`config.mk`:
```
export PLATFORM = sky130hd
export DESIGN_NAME = rsafr_top
export DESIGN_NICKNAME = d
export VERILOG_FILES = /design/src/rsafr_pkg.sv /design/src/rsafr_fifo.sv /design/src/rsafr_top.sv
export SDC_FILE = /design/constraint.sdc
export NUM_CORES = 1
export LEC_CHECK = 0
export ABC_AREA = 1
export ABC_CLOCK_PERIOD_IN_PS = 4400
export BUFFER_PORTS_ARGS = -buffer_cell sky130_fd_sc_hd__buf_2
export CORE_MARGIN = 2
export CORE_UTILIZATION = 45
export CTS_CLUSTER_SIZE = 25
export DETAILED_ROUTE_END_ITERATION = 7
export PLACE_DENSITY = 0.66
export SYNTH_ARGS = -nofsm -noshare
export SYNTH_HDL_FRONTEND = slang
export SYNTH_SLANG_ARGS = --single-unit
export TNS_END_PERCENT = 50
```
`constraint.sdc`:
```
create_clock -name i_mclk -period 4.4 [get_ports i_mclk]
set_input_delay 0.66 -clock i_mclk [delete_from_list [all_inputs] [get_ports i_mclk]]
set_output_delay 0.66 -clock i_mclk [all_outputs]
set_load 0.02 [all_outputs]
```
`src/rsafr_pkg.sv`:
```
// Purpose: Shared constants and state type of the reader register bank.
// Assumes: 100 MHz i_mclk.
// Notes:   Offsets are register port addresses.
package rsafr_pkg;
	localparam logic [4:0] ADDR_MAIN  = 5'h16;
	localparam logic [4:0] ADDR_AUX   = 5'h17;
	localparam logic [4:0] ADDR_SETP  = 5'h18;
	localparam logic [4:0] ADDR_CONV  = 5'h19;
	localparam logic [4:0] ADDR_LENH  = 5'h1A;
	localparam logic [4:0] ADDR_LENL  = 5'h1B;
	localparam logic [4:0] ADDR_FSTAT = 5'h1C;
	localparam logic [23:0] MAIN_RST  = 24'h40D84F;
	localparam logic [23:0] AUX_RST   = 24'h011846;
	localparam logic [7:0]  SETP_RST  = 8'h00;
	localparam logic [7:0]  LEN_RST   = 8'h00;
	localparam logic [7:0]  LENH_MASK = 8'hC3;
	localparam int BIAS_BIT   = 23;
	localparam int REF_HI     = 22;
	localparam int REF_LO     = 20;
	localparam int OSC_BIT    = 22;
	localparam int EXT_BIT    = 21;
	localparam int PRESC_BIT  = 20;
	localparam int B_HI       = 19;
	localparam int B_LO       = 10;
	localparam int A_HI       = 9;
	localparam int A_LO       = 0;
	localparam int SKIP_BIT   = 7;
	localparam int RAW_BIT    = 6;
	localparam int LEN_HI_TOP = 1;
	localparam logic [7:0] CMD_MAIN = 8'h84;
	localparam logic [7:0] CMD_AUX  = 8'h85;
	localparam logic [7:0] CMD_ADC  = 8'h87;
	localparam logic [7:0] CMD_FRST = 8'h8F;
	localparam logic [2:0] MSEL_MIX_A = 3'h1;
	localparam logic [2:0] MSEL_MIX_B = 3'h2;
	localparam logic [2:0] MSEL_EXT   = 3'h3;
	localparam int CLK_PERIOD_NS = 10;
	localparam int CONV_TIME_NS  = 20000;
	localparam logic [11:0] CONV_CYCLES =
		12'(CONV_TIME_NS / CLK_PERIOD_NS);
	localparam int FIFO_DEPTH = 24;
	localparam int FIFO_WIDTH = 8;
	localparam logic [4:0] FIFO_HI_LEVEL = 5'h12;
	localparam logic [4:0] FIFO_LO_LEVEL = 5'h06;

	typedef struct packed {
		logic [2:0]  en_sync;
		logic        en_ok;
		logic [23:0] main_div;
		logic [23:0] aux_div;
		logic [7:0]  setp;
		logic [7:0]  conv;
		logic [7:0]  len_hi;
		logic [7:0]  len_lo;
		logic        use_aux;
		logic        conv_busy;
		logic [11:0] conv_cnt;
		logic        ovf;
		logic [23:0] rdata;
		logic [8:0]  ref_khz;
		logic [9:0]  div_b;
		logic [9:0]  div_a;
		logic [16:0] div_n;
		logic        irq_hdr;
		logic        third_error_interrupt;
	} rsafr_st_t;
endpackage

```
`src/rsafr_fifo.sv`:
```
// Purpose: Circular byte buffer between receiver and host.
// Assumes: Single clock, synchronous active-low reset.
// Notes:   Write when full is dropped; the caller flags it.
`timescale 1ns/1ps
module rsafr_fifo #(
	parameter int WIDTH = 8,
	parameter int DEPTH = 4
) (
	input  wire logic                       i_mclk,
	input  wire logic                       i_rst_n,
	input  wire logic                       i_clear,
	input  wire logic                       i_in_valid,
	input  wire logic [WIDTH-1:0]           i_in_data,
	output logic                            o_in_ready,
	output logic                            o_out_valid,
	output logic [WIDTH-1:0]                o_out_data,
	input  wire logic                       i_out_ready,
	output logic [$clog2(DEPTH+1)-1:0]      o_count
);
	localparam int PW = $clog2(DEPTH);
	localparam int CW = $clog2(DEPTH+1);
	typedef struct packed {
		logic [DEPTH-1:0][WIDTH-1:0] mem;
		logic [PW-1:0]               wp;
		logic [PW-1:0]               rp;
		logic [CW-1:0]               cnt;
		logic                        full;
		logic                        has;
		logic                        rdy;
		logic [WIDTH-1:0]            head;
	} rsafr_fifo_st_t;
	rsafr_fifo_st_t r_reg;
	rsafr_fifo_st_t r_next;
	logic push;
	logic pop;

	always_comb begin
		r_next = r_reg;
		push = i_in_valid & r_reg.rdy;
		pop = i_out_ready & r_reg.has;
		if (push) begin
			r_next.mem[r_reg.wp] = i_in_data;
			r_next.wp = (r_reg.wp == PW'(DEPTH-1)) ? '0 : r_reg.wp + 1'b1;
		end
		if (pop) begin
			r_next.rp = (r_reg.rp == PW'(DEPTH-1)) ? '0 : r_reg.rp + 1'b1;
		end
		if (push && !pop) begin
			r_next.cnt = r_reg.cnt + 1'b1;
		end else if (pop && !push) begin
			r_next.cnt = r_reg.cnt - 1'b1;
		end
		if (i_clear) begin
			r_next.wp = '0;
			r_next.rp = '0;
			r_next.cnt = '0;
		end
		r_next.full = (r_next.cnt == CW'(DEPTH));
		r_next.has = (r_next.cnt != '0);
		// Ready and head word are registered so the ports leave a flip-flop.
		r_next.rdy = ~r_next.full;
		r_next.head = r_next.mem[r_next.rp];
	end

	always_ff @(posedge i_mclk) begin
		if (!i_rst_n) begin
			r_reg <= '0;
			r_reg.rdy <= 1'b1;
		end else begin
			r_reg <= r_next;
		end
	end

	assign o_in_ready = r_reg.rdy;
	assign o_out_valid = r_reg.has;
	assign o_out_data = r_reg.head;
	assign o_count = r_reg.cnt;

	a_fifo_bound: assert property (@(posedge i_mclk) disable iff (!i_rst_n)
		r_reg.cnt <= CW'(DEPTH) && (r_reg.full == (r_reg.cnt == CW'(DEPTH))))
		else $error("Fifo count beyond depth.");
	a_fifo_push_step: assert property (@(posedge i_mclk)
		disable iff (!i_rst_n)
		(push && !pop && !i_clear) |=> r_reg.cnt == $past(r_reg.cnt) + 1'b1)
		else $error("Fifo count did not follow a push.");
endmodule

```
`src/rsafr_top.sv`:
```
// Purpose: Synthesizer, converter, receive length and fifo registers.
// Assumes: Register port gives address, write and read strobes.
// Notes:   i_en is a pin and passes a three-stage synchroniser.
//
// What this block does
// Bit 23 doubles or quadruples bias.
// Main bits 22:20 select reference frequency.
// B and A give N=B*32+A*33.
// Main divider presets to 40D84F.
// Auxiliary divider presets to 011846.
// Aux bit 22 selects direct oscillator.
// Aux bit 21 selects external RF input.
// Aux bit 20 enables divider and prescaler.
// Setpoint register clears to 00.
// Command 87 converts; result within 20us.
// Source select picks the converter input.
// Length bit 7 skips next CRC check.
// Length bit 6 remaps fifo and interrupts.
// Ten-bit length clears at reception end.
// High flag at 18 bytes during reception.
// Low flag at 6 bytes during transmission.
// Overflow flag on write into full fifo.
// Low five status bits count fifo bytes.
// Fifo is 24 bytes, circular order.
// Commands 84 and 85 pick divider register.
// Source codes 001, 010 mixers, 011 pin.
// Result and status ignore host writes.
`timescale 1ns/1ps
module rsafr_top (
	input  wire logic        i_mclk,
	input  wire logic        i_rst_n,
	input  wire logic        i_en,
	input  wire logic [4:0]  i_reg_addr,
	input  wire logic        i_reg_wr,
	input  wire logic        i_reg_rd,
	input  wire logic [23:0] i_reg_wdata,
	output logic      [23:0] o_reg_rdata,
	input  wire logic        i_cmd_valid,
	input  wire logic [7:0]  i_cmd_code,
	input  wire logic [2:0]  i_meas_select,
	input  wire logic [7:0]  i_mixer_a_level,
	input  wire logic [7:0]  i_mixer_b_level,
	input  wire logic [7:0]  i_ext_conv_level,
	input  wire logic        i_rx_active,
	input  wire logic        i_tx_active,
	input  wire logic        i_rx_end,
	input  wire logic        i_header_evt,
	input  wire logic        i_second_byte_evt,
	input  wire logic        i_err3_evt,
	input  wire logic        i_rx_done_evt,
	input  wire logic        i_rx_valid,
	input  wire logic [7:0]  i_rx_data,
	output logic             o_rx_ready,
	output logic             o_fifo_valid,
	output logic      [7:0]  o_fifo_data,
	input  wire logic        i_fifo_ready,
	output logic             o_bias_double,
	output logic             o_bias_quadruple,
	output logic      [2:0]  o_reference_divider_select,
	output logic      [8:0]  o_ref_khz,
	output logic      [9:0]  o_div_b,
	output logic      [9:0]  o_div_a,
	output logic      [16:0] o_div_n,
	output logic             o_use_aux,
	output logic             o_osc_direct,
	output logic             o_external_rf_input_pin_sel,
	output logic             o_presc_enable,
	output logic      [7:0]  o_setpoint,
	output logic             o_conv_busy,
	output logic             o_skip_crc_once,
	output logic             o_raw_fifo_second_byte_irq,
	output logic      [9:0]  o_rx_length,
	output logic             o_irq_header,
	output logic             o_third_error_interrupt
);
	rsafr_pkg::rsafr_st_t r_reg;
	rsafr_pkg::rsafr_st_t r_next;
	logic        fifo_clear;
	logic        fifo_in_ready;
	logic        fifo_out_valid;
	logic [7:0]  fifo_out_data;
	logic [4:0]  fifo_count;
	logic        fifo_hi;
	logic        fifo_lo;
	logic [7:0]  fifo_status;
	logic [7:0]  sample;
	logic [23:0] sel_div;
	logic        adc_cmd;

	// The fifo stays empty while the device is disabled.
	assign fifo_clear = ~r_reg.en_ok
		| (i_cmd_valid & (i_cmd_code == rsafr_pkg::CMD_FRST));

	rsafr_fifo #(
		.WIDTH (rsafr_pkg::FIFO_WIDTH),
		.DEPTH (rsafr_pkg::FIFO_DEPTH)
	) u_fifo (
		.i_mclk      (i_mclk),
		.i_rst_n     (i_rst_n),
		.i_clear     (fifo_clear),
		.i_in_valid  (i_rx_valid),
		.i_in_data   (i_rx_data),
		.o_in_ready  (fifo_in_ready),
		.o_out_valid (fifo_out_valid),
		.o_out_data  (fifo_out_data),
		.i_out_ready (i_fifo_ready),
		.o_count     (fifo_count)
	);

	always_comb begin
		r_next = r_reg;
		sample = 8'h00;
		sel_div = 24'h000000;
		adc_cmd = 1'b0;
		fifo_hi = i_rx_active
			& (fifo_count >= rsafr_pkg::FIFO_HI_LEVEL);
		fifo_lo = i_tx_active
			& (fifo_count <= rsafr_pkg::FIFO_LO_LEVEL);
		fifo_status = {fifo_hi, fifo_lo, r_reg.ovf, fifo_count};

		// Only the second and third stages are compared.
		r_next.en_sync = {r_reg.en_sync[1:0], i_en};
		if (r_reg.en_sync[2] == r_reg.en_sync[1]) begin
			r_next.en_ok = r_reg.en_sync[2];
		end

		if (i_rx_end) begin
			r_next.len_hi = rsafr_pkg::LEN_RST;
			r_next.len_lo = rsafr_pkg::LEN_RST;
		end

		// A host write in the end-of-reception cycle wins.
		if (i_reg_wr) begin
			case (i_reg_addr)
				rsafr_pkg::ADDR_MAIN: begin
					r_next.main_div = i_reg_wdata;
				end
				rsafr_pkg::ADDR_AUX: begin
					r_next.aux_div = i_reg_wdata;
				end
				rsafr_pkg::ADDR_SETP: begin
					r_next.setp = i_reg_wdata[7:0];
				end
				rsafr_pkg::ADDR_LENH: begin
					r_next.len_hi = i_reg_wdata[7:0]
						& rsafr_pkg::LENH_MASK;
				end
				rsafr_pkg::ADDR_LENL: begin
					r_next.len_lo = i_reg_wdata[7:0];
				end
				default: begin
					r_next.rdata = r_next.rdata;
				end
			endcase
		end

		case (i_meas_select)
			rsafr_pkg::MSEL_MIX_A: begin
				sample = i_mixer_a_level;
			end
			rsafr_pkg::MSEL_MIX_B: begin
				sample = i_mixer_b_level;
			end
			rsafr_pkg::MSEL_EXT: begin
				sample = i_ext_conv_level;
			end
			default: begin
				sample = 8'h00;
			end
		endcase

		// The source is taken at the end, so it must not move mid-way.
		if (r_reg.conv_busy) begin
			r_next.conv_cnt = r_reg.conv_cnt - 12'h001;
			if (r_reg.conv_cnt == 12'h000) begin
				r_next.conv_busy = 1'b0;
				r_next.conv = sample;
			end
		end

		if (i_cmd_valid) begin
			case (i_cmd_code)
				rsafr_pkg::CMD_MAIN: begin
					r_next.use_aux = 1'b0;
				end
				rsafr_pkg::CMD_AUX: begin
					r_next.use_aux = 1'b1;
				end
				rsafr_pkg::CMD_ADC: begin
					adc_cmd = 1'b1;
					r_next.conv_busy = 1'b1;
					r_next.conv_cnt = rsafr_pkg::CONV_CYCLES - 12'h001;
				end
				default: begin
					adc_cmd = 1'b0;
				end
			endcase
		end

		// Set wins over the flush so no overrun is lost.
		r_next.ovf = (i_rx_valid & ~fifo_in_ready)
			| (r_reg.ovf & ~fifo_clear);

		if (!r_reg.en_ok) begin
			r_next.main_div = rsafr_pkg::MAIN_RST;
			r_next.aux_div = rsafr_pkg::AUX_RST;
			r_next.setp = rsafr_pkg::SETP_RST;
			r_next.len_hi = rsafr_pkg::LEN_RST;
			r_next.len_lo = rsafr_pkg::LEN_RST;
			r_next.use_aux = 1'b0;
			r_next.conv_busy = 1'b0;
			r_next.conv_cnt = 12'h000;
		end

		if (i_reg_rd) begin
			case (i_reg_addr)
				rsafr_pkg::ADDR_MAIN: begin
					r_next.rdata = r_reg.main_div;
				end
				rsafr_pkg::ADDR_AUX: begin
					r_next.rdata = r_reg.aux_div;
				end
				rsafr_pkg::ADDR_SETP: begin
					r_next.rdata = {16'h0000, r_reg.setp};
				end
				rsafr_pkg::ADDR_CONV: begin
					r_next.rdata = {16'h0000, r_reg.conv};
				end
				rsafr_pkg::ADDR_LENH: begin
					r_next.rdata = {16'h0000, r_reg.len_hi};
				end
				rsafr_pkg::ADDR_LENL: begin
					r_next.rdata = {16'h0000, r_reg.len_lo};
				end
				rsafr_pkg::ADDR_FSTAT: begin
					r_next.rdata = {16'h0000, fifo_status};
				end
				default: begin
					r_next.rdata = 24'h000000;
				end
			endcase
		end

		sel_div = r_next.use_aux ? r_next.aux_div : r_next.main_div;
		r_next.div_b = sel_div[rsafr_pkg::B_HI:rsafr_pkg::B_LO];
		r_next.div_a = sel_div[rsafr_pkg::A_HI:rsafr_pkg::A_LO];
		r_next.div_n = 17'(r_next.div_b) * 17'h00020
			+ 17'(r_next.div_a) * 17'h00021;

		case (r_next.main_div[rsafr_pkg::REF_HI:rsafr_pkg::REF_LO])
			3'h0: r_next.ref_khz = 9'h1F4;
			3'h1: r_next.ref_khz = 9'h0FA;
			3'h4: r_next.ref_khz = 9'h0C8;
			3'h2: r_next.ref_khz = 9'h07D;
			3'h5: r_next.ref_khz = 9'h064;
			3'h6: r_next.ref_khz = 9'h032;
			3'h7: r_next.ref_khz = 9'h019;
			default: r_next.ref_khz = 9'h000;
		endcase

		// Interrupt meaning follows the mode bit as it stands now.
		if (r_reg.len_hi[rsafr_pkg::RAW_BIT]) begin
			r_next.irq_hdr = i_second_byte_evt;
			r_next.third_error_interrupt = i_rx_done_evt;
		end else begin
			r_next.irq_hdr = i_header_evt;
			r_next.third_error_interrupt = i_err3_evt;
		end
	end

	always_ff @(posedge i_mclk) begin
		if (!i_rst_n) begin
			r_reg <= '0;
			r_reg.main_div <= rsafr_pkg::MAIN_RST;
			r_reg.aux_div <= rsafr_pkg::AUX_RST;
		end else begin
			r_reg <= r_next;
		end
	end

	assign o_reg_rdata = r_reg.rdata;
	assign o_rx_ready = fifo_in_ready;
	assign o_fifo_valid = fifo_out_valid;
	assign o_fifo_data = fifo_out_data;
	assign o_bias_double = r_reg.main_div[rsafr_pkg::BIAS_BIT];
	assign o_bias_quadruple = r_reg.aux_div[rsafr_pkg::BIAS_BIT];
	assign o_reference_divider_select =
		r_reg.main_div[rsafr_pkg::REF_HI:rsafr_pkg::REF_LO];
	assign o_ref_khz = r_reg.ref_khz;
	assign o_div_b = r_reg.div_b;
	assign o_div_a = r_reg.div_a;
	assign o_div_n = r_reg.div_n;
	assign o_use_aux = r_reg.use_aux;
	assign o_osc_direct = r_reg.aux_div[rsafr_pkg::OSC_BIT];
	assign o_external_rf_input_pin_sel =
		r_reg.aux_div[rsafr_pkg::EXT_BIT];
	assign o_presc_enable = r_reg.aux_div[rsafr_pkg::PRESC_BIT];
	assign o_setpoint = r_reg.setp;
	assign o_conv_busy = r_reg.conv_busy;
	// Cleared at reception end, so it lasts one reception.
	assign o_skip_crc_once = r_reg.len_hi[rsafr_pkg::SKIP_BIT];
	assign o_raw_fifo_second_byte_irq =
		r_reg.len_hi[rsafr_pkg::RAW_BIT];
	assign o_rx_length = {r_reg.len_hi[rsafr_pkg::LEN_HI_TOP:0],
		r_reg.len_lo};
	assign o_irq_header = r_reg.irq_hdr;
	assign o_third_error_interrupt = r_reg.third_error_interrupt;

	a_main_preset: assert property (@(posedge i_mclk)
		disable iff (!i_rst_n)
		!r_reg.en_ok |=> r_reg.main_div == rsafr_pkg::MAIN_RST)
		else $error("Main divider not preset.");
	a_aux_preset: assert property (@(posedge i_mclk)
		disable iff (!i_rst_n)
		!r_reg.en_ok |=> r_reg.aux_div == rsafr_pkg::AUX_RST)
		else $error("Auxiliary divider not preset.");
	a_setp_clear: assert property (@(posedge i_mclk)
		disable iff (!i_rst_n)
		!r_reg.en_ok |=> r_reg.setp == 8'h00)
		else $error("Setpoint not cleared.");
	a_len_end_clear: assert property (@(posedge i_mclk)
		disable iff (!i_rst_n)
		(i_rx_end && !i_reg_wr) |=> o_rx_length == 10'h000
			&& !o_skip_crc_once)
		else $error("Receive length not cleared.");
	a_conv_start: assert property (@(posedge i_mclk)
		disable iff (!i_rst_n)
		(adc_cmd && r_reg.en_ok) |=> r_reg.conv_busy
			&& r_reg.conv_cnt == rsafr_pkg::CONV_CYCLES - 12'h001)
		else $error("Conversion did not start.");
	a_conv_finish: assert property (@(posedge i_mclk)
		disable iff (!i_rst_n)
		(r_reg.conv_busy && r_reg.conv_cnt == 12'h000 && !adc_cmd
			&& r_reg.en_ok)
		|=> !r_reg.conv_busy && r_reg.conv == $past(sample))
		else $error("Conversion result not loaded on time.");
	a_result_ro: assert property (@(posedge i_mclk)
		disable iff (!i_rst_n)
		(i_reg_wr && i_reg_addr == rsafr_pkg::ADDR_CONV
			&& !r_reg.conv_busy) |=> $stable(r_reg.conv))
		else $error("Write changed the conversion result.");
	a_aux_hop: assert property (@(posedge i_mclk)
		disable iff (!i_rst_n)
		(i_cmd_valid && i_cmd_code == rsafr_pkg::CMD_AUX
			&& r_reg.en_ok) |=> o_use_aux
			&& o_div_b == r_reg.aux_div[rsafr_pkg::B_HI:rsafr_pkg::B_LO])
		else $error("Hop to auxiliary divider failed.");
	a_total_div: assert property (@(posedge i_mclk)
		disable iff (!i_rst_n)
		o_div_n == 17'(o_div_b) * 17'h00020 + 17'(o_div_a) * 17'h00021
			&& (!$past(i_rst_n)
			|| {o_div_b, o_div_a} == (o_use_aux
			? r_reg.aux_div[rsafr_pkg::B_HI:rsafr_pkg::A_LO]
			: r_reg.main_div[rsafr_pkg::B_HI:rsafr_pkg::A_LO])))
		else $error("Total division wrong.");
	a_ovf_set: assert property (@(posedge i_mclk)
		disable iff (!i_rst_n)
		(i_rx_valid && !fifo_in_ready)
		|=> r_reg.ovf ##1 (r_reg.ovf || $past(fifo_clear)))
		else $error("Overflow flag missed or dropped.");
endmodule

```
==> impl_metrics.yaml <==
outcome:
  status: "complete, no violations"
timing:
  timing.hold.ws_ns: 0.3416
  timing_hold_violations_final: 0
  rsz0062_at_grt: "no"
  slew_violations: 0
  clock_skew_ns: 0.02076
  setup_viol: 0
  finalSetupTns_ns: 0
  period_needed_ns: 4.031
  min_period_over_period_pct: 91.61
  fmaxAchievable_ghz: 0.2481
  setup_ws_ns: 0.3693
  tightest_slew_ns: 1.129
  slew_headroom_pct: 24.70
clock_network:
  clkLatencyLatePin_ns: 0.58
  cts_buffers: 43
  numClockSinks: 383
  ctsHtreeMaxLevel: 2
  cts_hold_buffers: 0
  path_clk_slew_ns: 0.06
  cts.path.max_buffers: 3
  tritoncts: "built"
  root_buffer: "clkbuf_16"
  post_cts_buffers: 0
critical_path:
  endpoint_kind: "flip-flop"
  worst-endpoint-arrival_ns: 4.54
  critical_path.startpoint_type: "primary input"
  crit_required_ns: 4.91
  crit_type: "in2reg"
  crit_path_max_fanout: 7
logic_synthesis:
  synth_mux_area_share_pct: 0.5984
  synth_top_family_by_area: "simple AND/OR/NAND/NOR gates"
  yosys_warnings: 0
  yosys.area_share.simple_pct: 28.94
  syn_nets: 2716
  netlist_instances: 2590
  yosys.cell_types.count: 54
  synthArstFlopShare_pct: 0
  synth-seq-cells: 383
  ys.flop_type: "dfxtp_1"
  synth_compound_area_share_pct: 13.69
  yosysMostFrequentCell: "nand2_1"
  synth_top_area_share_pct: 41.67
  synth_xor_area_share_pct: 0.3332
  synth_top_cells_by_count: "600 x nand2_1, 383 x dfxtp_1, 339 x nor2_1"
  yosysSeqAreaShare_pct: 41.67
  synth_fa_ha_area_share_pct: 2.897
  yosys-top-cells-area: "dfxtp_1 42%, nand2_1 12%, nor2_1 6.9%, nand3_1 5.7%, buf_4 4.6%"
  avgSynthCellArea_um2: 7.104
  synth_edf_count: 0
  yosys.area.top_type: "dfxtp_1"
  synth_area_um2: 18400
place:
  io_buffers: 198
  hpwl_um: 36210
  dp_slack_ns: -0.2908
  placed_area_um2: 19240
  numPlacedInstances: 3150
  place_congestion: 0.9145
pwr:
  power_frac_comb_pct: 4.1
  swShare_pct: 22.86
  p_int_mw: 5.581
  p_switching_mw: 1.654
  ir_drop_uv: 261.3
  p_leak_nw: 9.273
  p_seq_share_pct: 48.3
  clkPwrFrac_pct: 47.5
  power_density_nw_per_um2: 351.5
die:
  dieHeight_um: 206.2
  initial_core_util_pct: 45.37
  ios: 199
  die-area_um2: 42520
  die_w_um: 206.2
  placementRows: 74
  coreArea_um2: 40550
cells_and_area:
  drive_gt1_share_pct: 14.68
  antennaDiodeCount: 0
  ff_latch_area_um2: 7667
  largest_register_ffs: 202
  stdcell_count: 3223
  fillCellCount: 3958
  final_nets: 2789
  multi_input_area_um2: 8583
  areaGrowthSynthToFinish_pct: 11.85
  stdcell_area_um2: 20580
route:
  wire_per_inst_um: 16.40
  initialDrtViolationCount: 1367
  ant_nets: 0
  firstDrtPassIters: 5
  via_count: 16850
  wirelength_um: 52850
  viasPerCell: 5.229
  drc: 0
grt:
  track_usage_pct: 24.45
  grt_max_degree: 193
  grt_pass1_wl_um: 82450
  overflow: 0
  grt_pass1_vias: 15440
  antenna_found_initial: 0
run:
  cap_violations: 0
hold_path:
  hold_class: "in2reg"
[layer usage]
| metal | wire length [µm] | track usage, % |
|---|---|---|
| met4 | 1676 | 8.393 |
| met1 | 23380 | 32.55 |
| met5 | 0 | 0 |
| met2 | 23950 | 40.26 |
| met3 | 3838 | 3.879 |
[worst paths after layout]
path / slack (ns) / startpoint / cells past startpoint / to
worst max-delay path: 0.37 / i_cmd_code[4] / 26 / o_div_n[16]
worst min-delay path: 0.34 / i_second_byte_evt / 3 / o_irq_header
worst max register to register: 0.50 / r_reg[167] / 19 / o_div_n[15]
worst min register to register: 0.44 / r_next[169] / 2 / r_next[170]
[placed cells by master, fill, tap and decap left out, types with 12 or more instances in the layout]
cell type / count
o22ai_1: 16
and2_1: 12
buf_2: 198
o21ai_0: 158
clkbuf_16: 44
nor2_1: 337
o21ai_1: 86
inv_1: 195
nand3_1: 209
nor2_4: 14
buf_4: 67
nand2_1: 600
o21bai_1: 14
a21oi_1: 154
ha_1: 33
dfxtp_1: 383
clkbuf_1: 15
[stage by stage]
stage | total power [mW] | util (%)
after floorplan | 3.752 | -
after global placement | 3.867 | 47.44
after detailed placement | 3.869 | 47.44
after CTS | 7.292 | 50.71
after global routing | 7.457 | 50.75
final | 7.235 | 50.75
[timing repair]
action,in CTS,in global routing
resized for setup,0,4
endpoints found under the setup margin,0,3
hold endpoints to repair,0,0
[critical path, stage by stage]
cell      delay [ns]
buf_2           0.10
inv_1           0.04
nand2_1         0.05
nor2_1          0.13
nand3_1         0.12
nor2_2          0.17
nand2_1         0.07
nand3_1         0.11
buf_4           0.18
nand2_1         0.13
o22ai_1         0.19
inv_1           0.08
ha_1            0.28
ha_1            0.29
ha_1            0.28
ha_1            0.15
inv_1           0.07
fa_1            0.46
o21ai_1         0.19
inv_1           0.05
o21ai_0         0.23
nand3_1         0.10
nand2_1         0.11
a21oi_1         0.07
nand3b_1        0.15
inv_1           0.07
[power by group through the flow]
stage	Combinational (mW)	Sequential [mW]	Clock, mW
after global routing	0.325	3.50	3.64
after CTS	0.298	3.50	3.50
after floorplan	0.180	3.57	0
after detailed placement	0.297	3.57	0
after global placement	0.296	3.57	0
final	0.299	3.50	3.44
[kinds of logic (layout without fill, tap and decap cells)]
| family | count (synthesis) | in the layout |
|---|---|---|
| AND/OR/NAND/NOR | 1237 | 1237 |
| AO/OA/AOI/OAI | 468 | 468 |
| buffers and inverters | 445 | 546 |
| XOR/XNOR | 7 | 7 |
| flip-flops | 383 | 383 |
| multiplexers | 11 | 11 |
| adder cells (fa/ha/maj) | 39 | 39 |
[cell type report]
cell class                 instances  area share, %
tap                              532          3.234
multi-input combinational       1762          41.70
sequential                       383          37.25
timing repair buffer             268          7.551
clock inverter                     7         0.3648
inverter                         205          3.800
clock buffer                      66          6.092
Power figures use the tool's default switching activity.
